`src/inc/pie_pkg.sv`:
```
package pie_pkg;

    // Source numbering follows low-priority rank order.
    localparam int unsigned NUM_SRC     = 16;
    localparam int unsigned NUM_MODAL   = 8;
    localparam int unsigned FIRST_MODAL = 8;
    localparam int unsigned RANK_W      = 6;
    localparam int unsigned IDX_W       = 4;
    localparam int unsigned NUM_LINES   = 4;

    // CPU request lines served by this group.
    typedef enum logic [1:0] {
        PIE_LINE_ONE,
        PIE_LINE_THREE,
        PIE_LINE_FIVE,
        PIE_LINE_SIX
    } pie_line_t;

    // Pending-register position: group in [5:4], bit in [3:0].
    localparam logic [5:0] LO_POS [NUM_SRC] = '{
        6'h10, 6'h11, 6'h12, 6'h13, 6'h28, 6'h29, 6'h2a, 6'h2b,
        6'h17, 6'h18, 6'h19, 6'h1a, 6'h1b, 6'h1c, 6'h1d, 6'h1e};
    localparam logic [5:0] HI_POS [NUM_SRC] = '{
        6'h10, 6'h11, 6'h12, 6'h13, 6'h28, 6'h29, 6'h2a, 6'h2b,
        6'h04, 6'h05, 6'h06, 6'h07, 6'h08, 6'h01, 6'h02, 6'h03};

    // Overall priority, lower value served first.
    localparam logic [RANK_W-1:0] LO_RANK [NUM_SRC] = '{
        6'h1c, 6'h1d, 6'h1e, 6'h1f, 6'h20, 6'h21, 6'h22, 6'h23,
        6'h2a, 6'h2b, 6'h2c, 6'h2d, 6'h2e, 6'h2f, 6'h30, 6'h31};
    localparam logic [RANK_W-1:0] HI_RANK [NUM_SRC] = '{
        6'h1c, 6'h1d, 6'h1e, 6'h1f, 6'h20, 6'h21, 6'h22, 6'h23,
        6'h09, 6'h0a, 6'h0b, 6'h0c, 6'h0d, 6'h06, 6'h07, 6'h08};

    // Peripheral vector codes, identical in both modes.
    localparam logic [15:0] VEC_CODE [NUM_SRC] = '{
        16'h002b, 16'h002c, 16'h002d, 16'h002e,
        16'h0039, 16'h003a, 16'h003b, 16'h003c,
        16'h0005, 16'h0006, 16'h0007, 16'h0040,
        16'h0041, 16'h0004, 16'h0001, 16'h0011};
    localparam logic [15:0] VEC_SPURIOUS = 16'h0000;

    // Line in low-priority mode; timers never change line.
    localparam pie_line_t LO_LINE [NUM_SRC] = '{
        PIE_LINE_THREE, PIE_LINE_THREE, PIE_LINE_THREE, PIE_LINE_THREE,
        PIE_LINE_THREE, PIE_LINE_THREE, PIE_LINE_THREE, PIE_LINE_THREE,
        PIE_LINE_FIVE,  PIE_LINE_FIVE,  PIE_LINE_FIVE,  PIE_LINE_FIVE,
        PIE_LINE_FIVE,  PIE_LINE_FIVE,  PIE_LINE_SIX,   PIE_LINE_SIX};

    // Register byte offsets.
    localparam logic [7:0] OFS_PEND0  = 8'h00;
    localparam logic [7:0] OFS_PEND1  = 8'h04;
    localparam logic [7:0] OFS_PEND2  = 8'h08;
    localparam logic [7:0] OFS_ENABLE = 8'h0c;
    localparam logic [7:0] OFS_CLEAR  = 8'h10;
    localparam logic [7:0] OFS_HIPRI  = 8'h14;
    localparam logic [7:0] OFS_STATUS = 8'h18;
    localparam logic [7:0] OFS_ACK    = 8'h1c;

    // Reset values.
    localparam logic [NUM_SRC-1:0]   RST_ENABLE = 16'h0000;
    localparam logic [NUM_MODAL-1:0] RST_HIPRI  = 8'h00;
    localparam logic [NUM_SRC-1:0]   RST_ALL    = 16'hffff;

    // APB request from the master.
    typedef struct packed {
        logic        psel;
        logic        penable;
        logic        pwrite;
        logic [7:0]  paddr;
        logic [31:0] pwdata;
    } pie_apb_req_t;

    // Vector answer to the CPU.
    typedef struct packed {
        logic        valid;
        logic [15:0] code;
    } pie_vec_t;

endpackage

```
`src/verilog/pie_pick.sv`:
```
`timescale 1ns/1ps
module pie_pick
    import pie_pkg::*;
#(
    parameter int unsigned N = 16,
    parameter int unsigned W = 6
) (
    input  wire logic [N-1:0]         cand_in,  // Candidate sources.
    input  wire logic [N*W-1:0]       rank_in,  // Rank per source, flat.
    output logic                      found_out, // Any candidate present.
    output logic [$clog2(N)-1:0]      idx_out   // Winning source index.
);

    // Lowest rank wins; a strict compare keeps the lower index on a tie.
    always_comb begin
        logic [W-1:0] best;
        best      = '1;
        found_out = 1'b0;
        idx_out   = '0;
        for (int i = 0; i < N; i++) begin
            if (cand_in[i] && (!found_out || rank_in[i*W +: W] < best)) begin
                best      = rank_in[i*W +: W];
                found_out = 1'b1;
                idx_out   = ($clog2(N))'(i);
            end
        end
    end

endmodule

```
`src/verilog/pie_top.sv`:
```
`timescale 1ns/1ps
module pie_top
    import pie_pkg::*;
#(
    parameter logic [NUM_SRC-1:0] SRC_PRESENT = 16'hffff
) (
    input  wire logic         core_clk_in,         // 40 MHz core clock.
    input  wire logic         rst_in,              // Synchronous reset, active high.
    // Peripheral event requests.
    input  wire logic         tmr2_period_evt_in,   // Unit A timer 2 period.
    input  wire logic         tmr2_compare_evt_in,  // Unit A timer 2 compare.
    input  wire logic         tmr2_underflow_evt_in, // Unit A timer 2 underflow.
    input  wire logic         tmr2_overflow_evt_in, // Unit A timer 2 overflow.
    input  wire logic         tmr4_period_evt_in,   // Unit B timer 4 period.
    input  wire logic         tmr4_compare_evt_in,  // Unit B timer 4 compare.
    input  wire logic         tmr4_underflow_evt_in, // Unit B timer 4 underflow.
    input  wire logic         tmr4_overflow_evt_in, // Unit B timer 4 overflow.
    input  wire logic         sync_serial_req_in,   // Synchronous serial port.
    input  wire logic         async_rx_req_in,      // Asynchronous receiver.
    input  wire logic         async_tx_req_in,      // Asynchronous transmitter.
    input  wire logic         net_mailbox_req_in,   // Network mailbox.
    input  wire logic         net_error_req_in,     // Network error.
    input  wire logic         conv_done_req_in,     // Converter completion.
    input  wire logic         ext_pin_req_a_in,     // External pin A.
    input  wire logic         ext_pin_req_b_in,     // External pin B.
    // CPU side.
    output logic              cpu_line_one_out,     // Line one request.
    output logic              cpu_line_three_out,   // Line three request.
    output logic              cpu_line_five_out,    // Line five request.
    output logic              cpu_line_six_out,     // Line six request.
    input  wire logic         vec_fetch_in,         // One-cycle vector fetch strobe.
    input  wire pie_line_t    vec_line_in,          // Line being acknowledged.
    output pie_vec_t          periph_vector_code_out, // Registered vector answer.
    output logic              irq_out,              // Any enabled pending source.
    // APB slave.
    input  wire pie_apb_req_t apb_in,               // Setup/access request.
    output logic              pready_out,           // Always ready.
    output logic [31:0]       prdata_out,           // Registered read data.
    output logic              pslverr_out           // Unmapped address.
);

    logic [NUM_SRC-1:0]   src_req;
    logic [NUM_SRC-1:0]   pend_q;
    logic [NUM_SRC-1:0]   pend_d;
    logic [NUM_SRC-1:0]   en_q;
    logic [NUM_SRC-1:0]   ack_q;
    logic [NUM_MODAL-1:0] hipri_q;
    logic [NUM_SRC-1:0]   sw_clr;
    logic [NUM_SRC-1:0]   fetch_clr;
    logic [NUM_SRC-1:0]   cand [NUM_LINES];
    logic [NUM_LINES-1:0] line_found;
    logic [IDX_W-1:0]     line_idx [NUM_LINES];
    logic [NUM_SRC*RANK_W-1:0] rank_flat;
    logic                 wr_en;
    logic                 setup_rd;
    logic                 addr_ok;
    logic [31:0]          rdata_q;
    logic [31:0]          rdata_d;
    pie_vec_t             vec_q;
    logic [IDX_W-1:0]     sel_idx;
    logic                 sel_found;

    // Whether a source currently runs in high-priority mode.
    function automatic logic is_hi(input int unsigned i, input logic [NUM_MODAL-1:0] hp);
        if (i >= FIRST_MODAL) begin
            return hp[i - FIRST_MODAL];
        end
        return 1'b0;
    endfunction

    // Line that a source raises in its current mode.
    function automatic pie_line_t line_of(input int unsigned i,
                                          input logic [NUM_MODAL-1:0] hp);
        if (is_hi(i, hp)) begin
            return PIE_LINE_ONE;
        end
        return LO_LINE[i];
    endfunction

    // Pending-register position of a source in its current mode.
    function automatic logic [5:0] pos_of(input int unsigned i,
                                          input logic [NUM_MODAL-1:0] hp);
        if (is_hi(i, hp)) begin
            return HI_POS[i];
        end
        return LO_POS[i];
    endfunction

    // Pending bits gathered into one of the three group views.
    function automatic logic [31:0] group_view(input logic [1:0] grp,
                                               input logic [NUM_SRC-1:0] pend,
                                               input logic [NUM_MODAL-1:0] hp);
        logic [31:0] v;
        logic [5:0]  p;
        v = 32'h0000_0000;
        for (int i = 0; i < NUM_SRC; i++) begin
            p = pos_of(i, hp);
            if (p[5:4] == grp) begin
                v[p[3:0]] = pend[i];
            end
        end
        return v;
    endfunction

    // Requests in source order; absent peripherals are tied off here.
    assign src_req = {ext_pin_req_b_in, ext_pin_req_a_in, conv_done_req_in,
                      net_error_req_in, net_mailbox_req_in, async_tx_req_in,
                      async_rx_req_in, sync_serial_req_in,
                      tmr4_overflow_evt_in, tmr4_underflow_evt_in,
                      tmr4_compare_evt_in, tmr4_period_evt_in,
                      tmr2_overflow_evt_in, tmr2_underflow_evt_in,
                      tmr2_compare_evt_in, tmr2_period_evt_in} & SRC_PRESENT;

    // Ranks follow the mode of each modal source.
    always_comb begin
        for (int i = 0; i < NUM_SRC; i++) begin
            rank_flat[i*RANK_W +: RANK_W] = is_hi(i, hipri_q) ? HI_RANK[i] : LO_RANK[i];
        end
    end

    // Candidates per line: pending, enabled and mapped to that line.
    always_comb begin
        for (int l = 0; l < NUM_LINES; l++) begin
            for (int i = 0; i < NUM_SRC; i++) begin
                cand[l][i] = pend_q[i] && en_q[i]
                             && (line_of(i, hipri_q) == pie_line_t'(l));
            end
        end
    end

    // One priority picker per CPU line.
    generate
        for (genvar l = 0; l < NUM_LINES; l++) begin : g_line
            pie_pick #(
                .N (NUM_SRC),
                .W (RANK_W)
            ) u_pick (
                .cand_in   (cand[l]),
                .rank_in   (rank_flat),
                .found_out (line_found[l]),
                .idx_out   (line_idx[l])
            );
        end
    endgenerate

    // Line levels follow the pickers so a masked source never shows.
    assign cpu_line_one_out   = line_found[PIE_LINE_ONE];
    assign cpu_line_three_out = line_found[PIE_LINE_THREE];
    assign cpu_line_five_out  = line_found[PIE_LINE_FIVE];
    assign cpu_line_six_out   = line_found[PIE_LINE_SIX];
    assign irq_out            = |(pend_q & en_q);

    // Winner of the line that the CPU acknowledges.
    assign sel_found = line_found[vec_line_in];
    assign sel_idx   = line_idx[vec_line_in];

    // The fetch clears only the delivered source, so others keep waiting.
    always_comb begin
        fetch_clr = '0;
        if (vec_fetch_in && sel_found) begin
            fetch_clr[sel_idx] = 1'b1;
        end
    end

    // APB decode. The slave never waits, so pready is tied high.
    assign pready_out = 1'b1;
    assign wr_en      = apb_in.psel && apb_in.penable && apb_in.pwrite && addr_ok;
    assign setup_rd   = apb_in.psel && !apb_in.penable && !apb_in.pwrite;
    assign prdata_out = rdata_q;

    always_comb begin
        unique case (apb_in.paddr)
            OFS_PEND0, OFS_PEND1, OFS_PEND2, OFS_ENABLE,
            OFS_CLEAR, OFS_HIPRI, OFS_STATUS, OFS_ACK: addr_ok = 1'b1;
            default: addr_ok = 1'b0;
        endcase
    end

    assign pslverr_out = apb_in.psel && apb_in.penable && !addr_ok;

    // Software clear is write-one-to-clear on the status layout.
    assign sw_clr = (wr_en && apb_in.paddr == OFS_CLEAR) ? apb_in.pwdata[NUM_SRC-1:0] : '0;

    // A new request beats any clear in the same cycle so no event is lost.
    assign pend_d = ((pend_q & ~sw_clr & ~fetch_clr) | src_req) & SRC_PRESENT;

    always_ff @(posedge core_clk_in) begin
        if (rst_in) begin
            pend_q <= '0;
        end else begin
            pend_q <= pend_d;
        end
    end

    // Enable register; absent sources cannot be enabled.
    always_ff @(posedge core_clk_in) begin
        if (rst_in) begin
            en_q <= RST_ENABLE;
        end else if (wr_en && apb_in.paddr == OFS_ENABLE) begin
            en_q <= apb_in.pwdata[NUM_SRC-1:0] & SRC_PRESENT;
        end
    end

    // Mode register. Changing a mode while pending moves the request to the new line.
    always_ff @(posedge core_clk_in) begin
        if (rst_in) begin
            hipri_q <= RST_HIPRI;
        end else if (wr_en && apb_in.paddr == OFS_HIPRI) begin
            hipri_q <= apb_in.pwdata[NUM_MODAL-1:0];
        end
    end

    // Acknowledge record: one-hot of the source delivered by the last fetch; zero after an empty fetch.
    always_ff @(posedge core_clk_in) begin
        if (rst_in) begin
            ack_q <= '0;
        end else if (vec_fetch_in) begin
            ack_q <= fetch_clr;
        end
    end

    // Vector answer one cycle after the fetch; zero when nothing waits.
    always_ff @(posedge core_clk_in) begin
        if (rst_in) begin
            vec_q <= '0;
        end else begin
            vec_q.valid <= vec_fetch_in;
            if (vec_fetch_in) begin
                vec_q.code <= sel_found ? VEC_CODE[sel_idx] : VEC_SPURIOUS;
            end
        end
    end

    assign periph_vector_code_out = vec_q;

    // Read mux; clear register reads as zero.
    always_comb begin
        rdata_d = 32'h0000_0000;
        unique case (apb_in.paddr)
            OFS_PEND0:  rdata_d = group_view(2'h0, pend_q, hipri_q);
            OFS_PEND1:  rdata_d = group_view(2'h1, pend_q, hipri_q);
            OFS_PEND2:  rdata_d = group_view(2'h2, pend_q, hipri_q);
            OFS_ENABLE: rdata_d[NUM_SRC-1:0] = en_q;
            OFS_HIPRI:  rdata_d[NUM_MODAL-1:0] = hipri_q;
            OFS_STATUS: rdata_d[NUM_SRC-1:0] = pend_q;
            OFS_ACK:    rdata_d[NUM_SRC-1:0] = ack_q;
            default:    rdata_d = 32'h0000_0000;
        endcase
    end

    // Read data is captured in the setup cycle and held through the access.
    always_ff @(posedge core_clk_in) begin
        if (rst_in) begin
            rdata_q <= '0;
        end else if (setup_rd) begin
            rdata_q <= rdata_d;
        end
    end

endmodule

```
`config.mk`:
```
export PLATFORM = sky130hd
export DESIGN_NAME = pie_top
export DESIGN_NICKNAME = d
export VERILOG_FILES = /design/src/inc/pie_pkg.sv /design/src/verilog/pie_pick.sv /design/src/verilog/pie_top.sv
export SDC_FILE = /design/constraint.sdc
export NUM_CORES = 1
export LEC_CHECK = 0
export ABC_CLOCK_PERIOD_IN_PS = 6350
export BUFFER_PORTS_ARGS = -buffer_cell sky130_fd_sc_hd__buf_2
export CAP_MARGIN = 0
export CORE_UTILIZATION = 55
export CTS_CLUSTER_SIZE = 28
export DETAILED_ROUTE_END_ITERATION = 10
export GPL_ROUTABILITY_DRIVEN = 0
export PLACE_DENSITY = 0.81
export REMOVE_ABC_BUFFERS = 1
export SKIP_CTS_REPAIR_TIMING = 1
export SKIP_LAST_GASP = 1
export SYNTH_ARGS = -nofsm -noshare
export SYNTH_HDL_FRONTEND = slang
export SYNTH_SLANG_ARGS = --single-unit
```
`constraint.sdc`:
```
create_clock -name core_clk_in -period 6.35 [get_ports core_clk_in]
set_input_delay 1.27 -clock core_clk_in [delete_from_list [all_inputs] [get_ports core_clk_in]]
set_output_delay 1.27 -clock core_clk_in [all_outputs]
set_load 0.02 [all_outputs]
```
==> results of run 1 <==
[per-layer routing]
layer / GRT usage [%] / routed length [um] / vias up
met5: 0 / 0 / -
met4: 22.1 / 885 / 0
met3: 5.15 / 1850 / 81
met2: 52.8 / 7490 / 393
met1: 43.3 / 6500 / 2621
li1: - / - / 2605
[synth_stat cells (3+ instances only)]
cell	count	area [sq um]
nand3b_1	5	37.5
o221ai_1	5	43.8
and2_1	4	25.0
nand2_1	97	364
dfxtp_1	79	1580
nand3_1	35	175
a211oi_2	4	50.1
a21o_1	4	30.0
a311oi_1	8	70.1
inv_1	40	150
a221oi_1	6	52.6
o311ai_1	13	114
o211ai_1	3	22.5
mux2i_1	9	90.1
a211oi_1	3	22.5
buf_4	27	203
o21ai_0	21	105
nand4_1	3	18.8
clkbuf_1	23	86.3
nand2b_1	3	18.8
o21ai_1	3	15.0
a32oi_1	8	70.1
a32o_1	6	60.1
nor2_1	53	199
a22o_1	6	52.6
and3_1	6	37.5
a31oi_1	15	93.8
a21oi_1	75	375
or3_1	18	113
buf_2	4	20.0
nor3_1	9	45.0
a22oi_1	11	82.6
ha_1	33	413
buf_6	3	33.8
[layout make-up]
type                       count  area share [%]
clock buffer                  10            2.31
clock inverter                 6            1.54
inverter                      41            2.67
multi-input combinational    540            56.5
sequential                    79            26.7
tap                          129            2.71
timing repair buffer          86            7.61
[cells by family after synthesis]
group                    share of synthesized area [%]
AND/OR/NAND/NOR                                   22.4
AO/OA/AOI/OAI                                     28.4
buffers and inverters                             9.57
flip-flops                                        29.7
adder cells (fa/ha/maj)                           7.76
multiplexers                                      1.91
other                                            0.141
[where the power goes]
part	switching (uW)	internal (uW)
sequential	17.3	508
clock	197	235
combinational	84.9	38.8
[per-stage QoR]
stage | hold WS, ns | cell area, sq um | std cells
final | 0.469 | 5950 | 891
after global placement | 0.450 | 5690 | 874
after floorplan | 0.439 | 5080 | 660
after detailed placement | 0.457 | 5690 | 874
after global routing | 0.487 | 5950 | 891
after CTS | 0.468 | 5920 | 890
[worst min-delay path, cell delays in order (launching register included)]
cell,delay [ns]
dfxtp_1,0.32
nand2_1,0.06
a21oi_1,0.05
[registers in the layout, summed over array words and instances (netlist names)]
register	count
pend_q	16
prdata_out	16
periph_vector_code_out	7
ack_q	16
en_q	16
hipri_q	8
[final timing paths]
kind,startpoint,endpoint,slack [ns],cells after the start
worst max-delay path,en_q[8]$_SDFFE_PP0P_,pend_q[14]$_SDFF_PP0_,0.40,28
worst min-delay path,ack_q[6]$_SDFFE_PP0P_,ack_q[6]$_SDFFE_PP0P_,0.47,2
worst max register to register,en_q[8]$_SDFFE_PP0P_,pend_q[14]$_SDFF_PP0_,0.40,28
worst min register to register,ack_q[6]$_SDFFE_PP0P_,ack_q[6]$_SDFFE_PP0P_,0.47,2
==> results.yml, run 1 <==
worst_setup_path:
  crit_buf_inv: 3
  cp_top_family: "compound AO/OA/AOI/OAI gates"
  cpPeakStageDelay_ns: 0.43
  crit_fanout: 8
  arrival_ns: 6.22
  crit_top_cell: "ha_1"
  endpoint_kind: "flop"
  required_ns: 6.63
  path_class: "reg -> reg"
  cp-start-kind: "flop"
  cpMaxStageDelayCell: "a311o_2"
die:
  num_io_pins: 120
  core.rowCount: 35
  fp.dieH_um: 100
  die_area_sq_um: 10100
  die_w_um: 100
  initial_utilization_pct: 57.3
  core_area_sq_um: 9280
cts:
  path_clk_slew_ns: 0.09
  insertion_delay_ns: 0.37
  cts_buffers: 9
  htreeDepth: 3
  cts.sinks: 79
  cts_tree: "yes"
  clockRootBuffer: "clkbuf_8"
  clk_path_buf_depth: 2
power_and_ir_drop:
  p_leak_uw: 0.00260
  peakVddDrop_uv: 177
  p_per_area_nw_per_um2: 182
  power.total_uw: 1080
grt:
  grt_pass1_wl_um: 26200
  antenna_found_initial: 0
  grt_overflow: 0
  grt_use_total_pct: 33.8
  grt_max_degree: 74
  grt_pass1_vias: 5292
cells_and_area:
  layout-drive-gt1-share_pct: 16.5
  fillers: 837
  nNetsFinal: 854
  syn2layout_area_growth_pct: 11.8
  final_util_pct: 64.1
  multi_input_area_sq_um: 3360
  seq_area_sq_um: 1590
  final_common_cell: "nand2_1"
  n_antenna_cell: 0
  final_cell_mix: "nand2_1 (97), buf_2 (77), dfxtp_1 (76)"
sta:
  rsz0062_at_grt: "false"
  setup_viol: 0
  timing_worst_slew_pin_value_ns: 1.24
  drv_slew: 0
  fin_skew_ns: 0.0115
  clock.fmax_mhz: 168
  maxSlewHeadroom_pct: 16.9
  hold_viol_final: 0
  fin_crit_sh_pct: 93.6
  fin_crit_ns: 5.95
  setup_slack_ns: 0.404
  setup_tns_ns: 0
routing:
  viasPerCell: 6.40
  vias: 5700
  drt_wl_total_um: 16700
  drt_iter0_drc: 679
  ant_nets: 0
  firstDrtPassIters: 6
  drc: 0
  wl_per_cell_um: 18.8
synth:
  synthArstFlopShare_pct: 0
  syn_area_sq_um: 5320
  synth-seq-cells: 79
  postSynthAreaPerCell_sq_um: 7.73
  synth_edf_count: 0
  syn_inst: 688
  yosysWarnings: 0
  synth_cell_types: 71
  ys.flop_type: "dfxtp_1"
  seq_area_frac_synth_pct: 29.7
run:
  maxCapViolCount: 0
run_status:
  outcome: "completed"
placed_design:
  io_buffers: 77
  pre_cts_ws_ns: 0.381
  hpwl_um: 11700
hold_path:
  min_path_type: "reg -> reg"
Note: power is estimated with default switching activity, not from simulation.
==> run 2, diff against run 1 <==
--- a/config.mk
+++ b/config.mk
@@ -5,6 +5,7 @@
 export SDC_FILE = /design/constraint.sdc
 export NUM_CORES = 1
 export LEC_CHECK = 0
+export ABC_AREA = 1
 export ABC_CLOCK_PERIOD_IN_PS = 6350
 export BUFFER_PORTS_ARGS = -buffer_cell sky130_fd_sc_hd__buf_2
 export CAP_MARGIN = 0
==> run 2 against run 1 <==
Compared with the run above: fmax rose by 1.3%; via count decreased by 2.1%; synthesized area decreased by 2.0%; setup slack gained 0.075 ns; sequential share of layout area up 0.53 points; first-iteration DRC count grew 6.5%; synthesized cell count increased by 12%; clock power shrank 13%; non-clock buffer count fell by 3.
==> results.yml, run 2 <==
synth:
  synth.largest_area_cell: "dfxtp_1"
  yosysWarnings: 0
  syn_area_sq_um: 5210
  synth-seq-cells: 79
  synth_most_common_cell: "nand2_1"
  synth_edf_count: 0
  synthArstFlopShare_pct: 0
  seq_area_frac_synth_pct: 30.3
  synth_top_cell_area_share_pct: 30.3
  synth.area.top_cells: "dfxtp_1 (30%), nand2_1 (11%), ha_1 (7.9%)"
  synth_cell_types: 49
  ys.flop_type: "dfxtp_1"
  netlist_top_cells_count: "nand2_1 (154), inv_1 (104), dfxtp_1 (79)"
  syn_inst: 770
  postSynthAreaPerCell_sq_um: 6.77
die:
  core.rowCount: 35
  num_io_pins: 120
  initial_utilization_pct: 56.7
  die_w_um: 99.3
  die_area_sq_um: 9870
  core_area_sq_um: 9200
  fp.dieH_um: 99.3
cts:
  cts.sinks: 79
  clockRootBuffer: "clkbuf_8"
  cts_tree: "yes"
  path_clk_slew_ns: 0.08
  clk_path_buf_depth: 2
  htreeDepth: 3
  cts_buffers: 9
  insertion_delay_ns: 0.36
routing:
  ant_nets: 0
  drt_wl_total_um: 15400
  vias: 5583
  viasPerCell: 5.81
  wl_per_cell_um: 16.0
  drt_iter0_drc: 723
  drc: 0
  firstDrtPassIters: 6
run:
  maxCapViolCount: 0
grt:
  grt_pass1_wl_um: 24600
  grt_use_total_pct: 31.5
  grt_pass1_vias: 5087
  grt_max_degree: 52
  antenna_found_initial: 0
  grt_overflow: 0
cells_and_area:
  final_cell_mix: "nand2_1 (154), inv_1 (103), dfxtp_1 (77), buf_2 (77), nor2_1 (70)"
  fillers: 830
  nNetsFinal: 943
  n_antenna_cell: 0
  syn2layout_area_growth_pct: 11.8
  final_common_cell: "nand2_1"
  layout-drive-gt1-share_pct: 17.5
sta:
  timing_worst_slew_pin_value_ns: 1.15
  setup_viol: 0
  clock.fmax_mhz: 170
  setup_tns_ns: 0
  fin_crit_sh_pct: 92.5
  hold_viol_final: 0
  fin_crit_ns: 5.87
  maxSlewHeadroom_pct: 22.8
  rsz0062_at_grt: "false"
  drv_slew: 0
  setup_slack_ns: 0.479
  fin_skew_ns: 0.0148
worst_setup_path:
  crit_buf_inv: 5
  required_ns: 6.57
  cpMaxStageDelayCell: "dfxtp_1"
  crit_top_cell: "nand2_1"
  arrival_ns: 6.09
  cp-start-kind: "flop"
  crit_fanout: 6
  endpoint_kind: "flop"
  cp_top_family: "simple AND/OR/NAND/NOR gates"
  cpPeakStageDelay_ns: 0.42
  path_class: "reg -> reg"
power_and_ir_drop:
  switching_share_pct: 27.6
  pwr-share-seq_pct: 51.6
  clkPwrFrac_pct: 37.3
  peakVddDrop_uv: 172
  p_int_uw: 731
  power.switching_uw: 279
  p_leak_uw: 0.00287
  p_per_area_nw_per_um2: 173
  p_comb_share_pct: 11.1
  power.total_uw: 1010
run_status:
  outcome: "completed"
placed_design:
  hpwl_um: 11100
  io_buffers: 77
  pre_cts_ws_ns: 0.267
hold_path:
  min_path_type: "reg -> reg"
[run 2: cell count changes after synthesis, moves of 13 or more]
cell,change
nand3_1,+14
nand2_1,+57
nor2_1,+21
nand2_2,+14
inv_1,+64
o21ai_0,+23
o311ai_1,-13
or3_1,-18
[run 2: path summary, 6_finish.rpt]
path                               startpoint                          end  slack (ns)  cells past startpoint
setup reg to reg      hipri_q[0]$_SDFFE_PP0P_         pend_q[8]$_SDFF_PP0_        0.48                     50
hold reg to reg   prdata_out[12]$_SDFFE_PP0P_  prdata_out[12]$_SDFFE_PP0P_        0.46                      2
hold / removal    prdata_out[12]$_SDFFE_PP0P_  prdata_out[12]$_SDFFE_PP0P_        0.46                      2
setup / recovery      hipri_q[0]$_SDFFE_PP0P_         pend_q[8]$_SDFF_PP0_        0.48                     50
[run 2: kinds of logic (layout without fill, tap and decap cells)]
family	Yosys count	in the layout	synth area share, %
buffers and inverters	162	211	14.3
other	2	33	0.144
DFF	79	79	30.3
adders and majority gates	33	33	7.92
AOI/OAI and AO/OA	169	169	19.4
and+or+nand+nor	325	325	27.9
[run 2: worst min-delay path: stages (launching register included)]
cell	delay, ns
dfxtp_1	0.31
nand2_1	0.06
a21oi_1	0.05
[run 2: area by class of cell]
class                   instances  area, sq um  area share, %
multi-input cells             560         3050           52.4
repair buffers                 83          430           7.39
clock buffers                  10          138           2.36
clock inverters                 5         58.8           1.01
inverters                     113          427           7.32
flip-flops and latches         79         1580           27.2
well taps                     111          139           2.38
[run 2: per-layer routing]
metal,wire length (um),track usage (%)
met1,6020,40.5
met2,7110,52.1
met3,1620,5.48
met4,627,13.6
met5,0,0
[run 2: power by group through the flow]
stage	registers, uW	logic, uW	clock network, uW
2_1_floorplan	533	59.1	0
3_3_place_gp	531	105	0
3_5_place_dp	532	108	0
4_1_cts	520	109	377
5_1_grt	522	123	398
6_report	521	112	377
[run 2: through the flow]
stage | instances | hold WS [ns] | cell area (sq um) | util (%)
2_1_floorplan | 752 | 0.439 | 5010 | -
3_3_place_gp | 946 | 0.451 | 5590 | 60.8
3_5_place_dp | 946 | 0.452 | 5590 | 60.8
4_1_cts | 961 | 0.465 | 5790 | 62.9
5_1_grt | 961 | 0.483 | 5830 | 63.4
6_report | 961 | 0.464 | 5830 | 63.4
==> run 3, diff against run 2 <==
--- a/config.mk
+++ b/config.mk
@@ -5,15 +5,14 @@
 export SDC_FILE = /design/constraint.sdc
 export NUM_CORES = 1
 export LEC_CHECK = 0
-export ABC_AREA = 1
-export ABC_CLOCK_PERIOD_IN_PS = 6350
+export ABC_CLOCK_PERIOD_IN_PS = 4800
 export BUFFER_PORTS_ARGS = -buffer_cell sky130_fd_sc_hd__buf_2
-export CAP_MARGIN = 0
-export CORE_UTILIZATION = 55
+export CAP_MARGIN = 20
+export CORE_UTILIZATION = 50
 export CTS_CLUSTER_SIZE = 28
 export DETAILED_ROUTE_END_ITERATION = 10
 export GPL_ROUTABILITY_DRIVEN = 0
-export PLACE_DENSITY = 0.81
+export PLACE_DENSITY = 0.78
 export REMOVE_ABC_BUFFERS = 1
 export SKIP_CTS_REPAIR_TIMING = 1
 export SKIP_LAST_GASP = 1
==> constraint.sdc (replaced) <==
create_clock -name core_clk_in -period 4.8 [get_ports core_clk_in]
set_input_delay 0.96 -clock core_clk_in [delete_from_list [all_inputs] [get_ports core_clk_in]]
set_output_delay 0.96 -clock core_clk_in [all_outputs]
set_load 0.02 [all_outputs]
==> run 3 against run 2 <==
Compared with the run above: largest power group unchanged; sequential power up 33%; die area up 12%; cell count down 1.4%; largest cell class unchanged; final area up 13%; utilization up 0.35 points; highest routed layer unchanged; the flow now finishes with violations (negative setup slack); non-clock buffer count up 55; critical path depth down 21; combinational power up 76%; critical endpoint is now ack_q[1]$_SDFFE_PP0P_.
==> results.yml, run 3 (same netlist as run 1, synthesis figures left out) <==
placed_design:
  placed_cell_area_sq_um: 6060
  io_buffers: 77
  dp.cells: 925
  hpwl_um: 12500
hold_path:
  hold_depth: 2
  min_path_type: "reg -> reg"
cells_and_area:
  final_common_cell: "nand2_1"
  n_antenna_cell: 0
  final_cell_mix: "nand2_1 (92), buf_2 (77), dfxtp_1 (76)"
  multi_input_area_sq_um: 3610
  fin_cells: 948
  seq_area_sq_um: 1590
  syn2layout_area_growth_pct: 23.7
  nNetsFinal: 906
  layout-drive-gt1-share_pct: 26.4
  fillers: 902
  fin_area_sq_um: 6580
cts:
  clockRootBuffer: "clkbuf_8"
  insertion_delay_ns: 0.36
  clk_path_buf_depth: 2
  cts_tree: "yes"
  htreeDepth: 3
  cts_buffers: 9
  path_clk_slew_ns: 0.08
  cts.sinks: 79
worst_setup_path:
  cp-start-kind: "flop"
  startpoint: "pend_q[8]$_SDFF_PP0_"
  cpPeakStageDelay_ns: 0.36
  required_ns: 5.08
  path_class: "reg -> reg"
  critical_path_depth: 29
  crit_buf_inv: 4
  endpoint: "ack_q[1]$_SDFFE_PP0P_"
  endpoint_kind: "flop"
  r2r_cells: 29
  crit_fanout: 7
  arrival_ns: 5.42
  rr_endpoint: "ack_q[1]$_SDFFE_PP0P_"
  cpMaxStageDelayCell: "a311o_2"
  cp_top_family: "compound AO/OA/AOI/OAI gates"
  rr_startpoint: "pend_q[8]$_SDFF_PP0_"
  rrSetupSlack_ns: -0.33
sta:
  setup_viol: 36
  timing_worst_slew_pin_value_ns: 1.19
  fin_crit_ns: 5.13
  setup_slack_ns: -0.332
  fin_skew_ns: 0.00913
  rsz0062_at_grt: "true"
  setup_tns_ns: -6.71
  drv_slew: 0
  fin_crit_sh_pct: 107
  clock.fmax_mhz: 195
  maxSlewHeadroom_pct: 20.4
  hold_viol_final: 0
routing:
  wl_per_cell_um: 18.8
  ant_nets: 0
  firstDrtPassIters: 6
  viasPerCell: 6.24
  drt_iter0_drc: 682
  vias: 5914
  drt_wl_total_um: 17900
  drc: 0
power_and_ir_drop:
  peakVddDrop_uv: 199
  p_per_area_nw_per_um2: 207
  p_leak_uw: 0.00289
  power.total_uw: 1360
grt:
  grt_max_degree: 73
  grt_pass1_vias: 5457
  grt_use_total_pct: 31.2
  grt_pass1_wl_um: 27100
  grt_overflow: 0
  antenna_found_initial: 0
run_status:
  violations: "negative setup slack"
  outcome: "finished, violations left"
die:
  fp.dieH_um: 105
  die_w_um: 105
  die_area_sq_um: 11100
  core.rowCount: 37
  core_area_sq_um: 10300
  num_io_pins: 120
  initial_utilization_pct: 51.5
run:
  maxCapViolCount: 0
## run 3: worst min path at each step
stage	from	to	slack (ns)
6_report	periph_vector_code_out[6]$_SDFFE_PP0P_	periph_vector_code_out[6]$_SDFFE_PP0P_	0.46
5_1_grt	ack_q[1]$_SDFFE_PP0P_	ack_q[1]$_SDFFE_PP0P_	0.49
4_1_cts	ack_q[13]$_SDFFE_PP0P_	ack_q[13]$_SDFFE_PP0P_	0.47
3_5_place_dp	ack_q[2]$_SDFFE_PP0P_	ack_q[2]$_SDFFE_PP0P_	0.46
3_3_place_gp	ack_q[9]$_SDFFE_PP0P_	ack_q[9]$_SDFFE_PP0P_	0.45
2_1_floorplan	ack_q[8]$_SDFFE_PP0P_	ack_q[8]$_SDFFE_PP0P_	0.44
## run 3: layer usage
metal,GRT usage (%),routed length [um]
met5,0,0
met3,5.49,1930
met2,50.2,8240
met1,39.9,7040
met4,16.3,654
## run 3: final cells by class
type,count,share of cell area (%)
well taps,136,2.59
inverters,41,2.42
repair buffers,138,13.3
flip-flops and latches,79,24.1
multi-input cells,540,54.9
clock inverters,4,0.742
clock buffers,10,1.94
## run 3: through the flow
stage / setup slack (ns) / hold WS, ns / util, %
global route: -0.554 / 0.490 / 63.7
global placement: -0.433 / 0.451 / 58.7
floorplan: -0.314 / 0.439 / -
CTS: -0.760 / 0.470 / 60.4
detailed placement: -0.732 / 0.459 / 58.7
finish: -0.332 / 0.463 / 63.7
## run 3: tightest hold or removal path, delay by kind of cell (launching register included)
| kind | cells | cell delay (ns) |
|---|---|---|
| flip-flops | 1 | 0.31 |
| AND/OR/NAND/NOR | 1 | 0.06 |
| AO/OA/AOI/OAI | 1 | 0.05 |
## run 3: power by group
group / total [uW] / internal, uW / switching, uW
Sequential: 691 / 671 / 19.4
Combinational: 197 / 68.8 / 128
Clock: 473 / 234 / 239
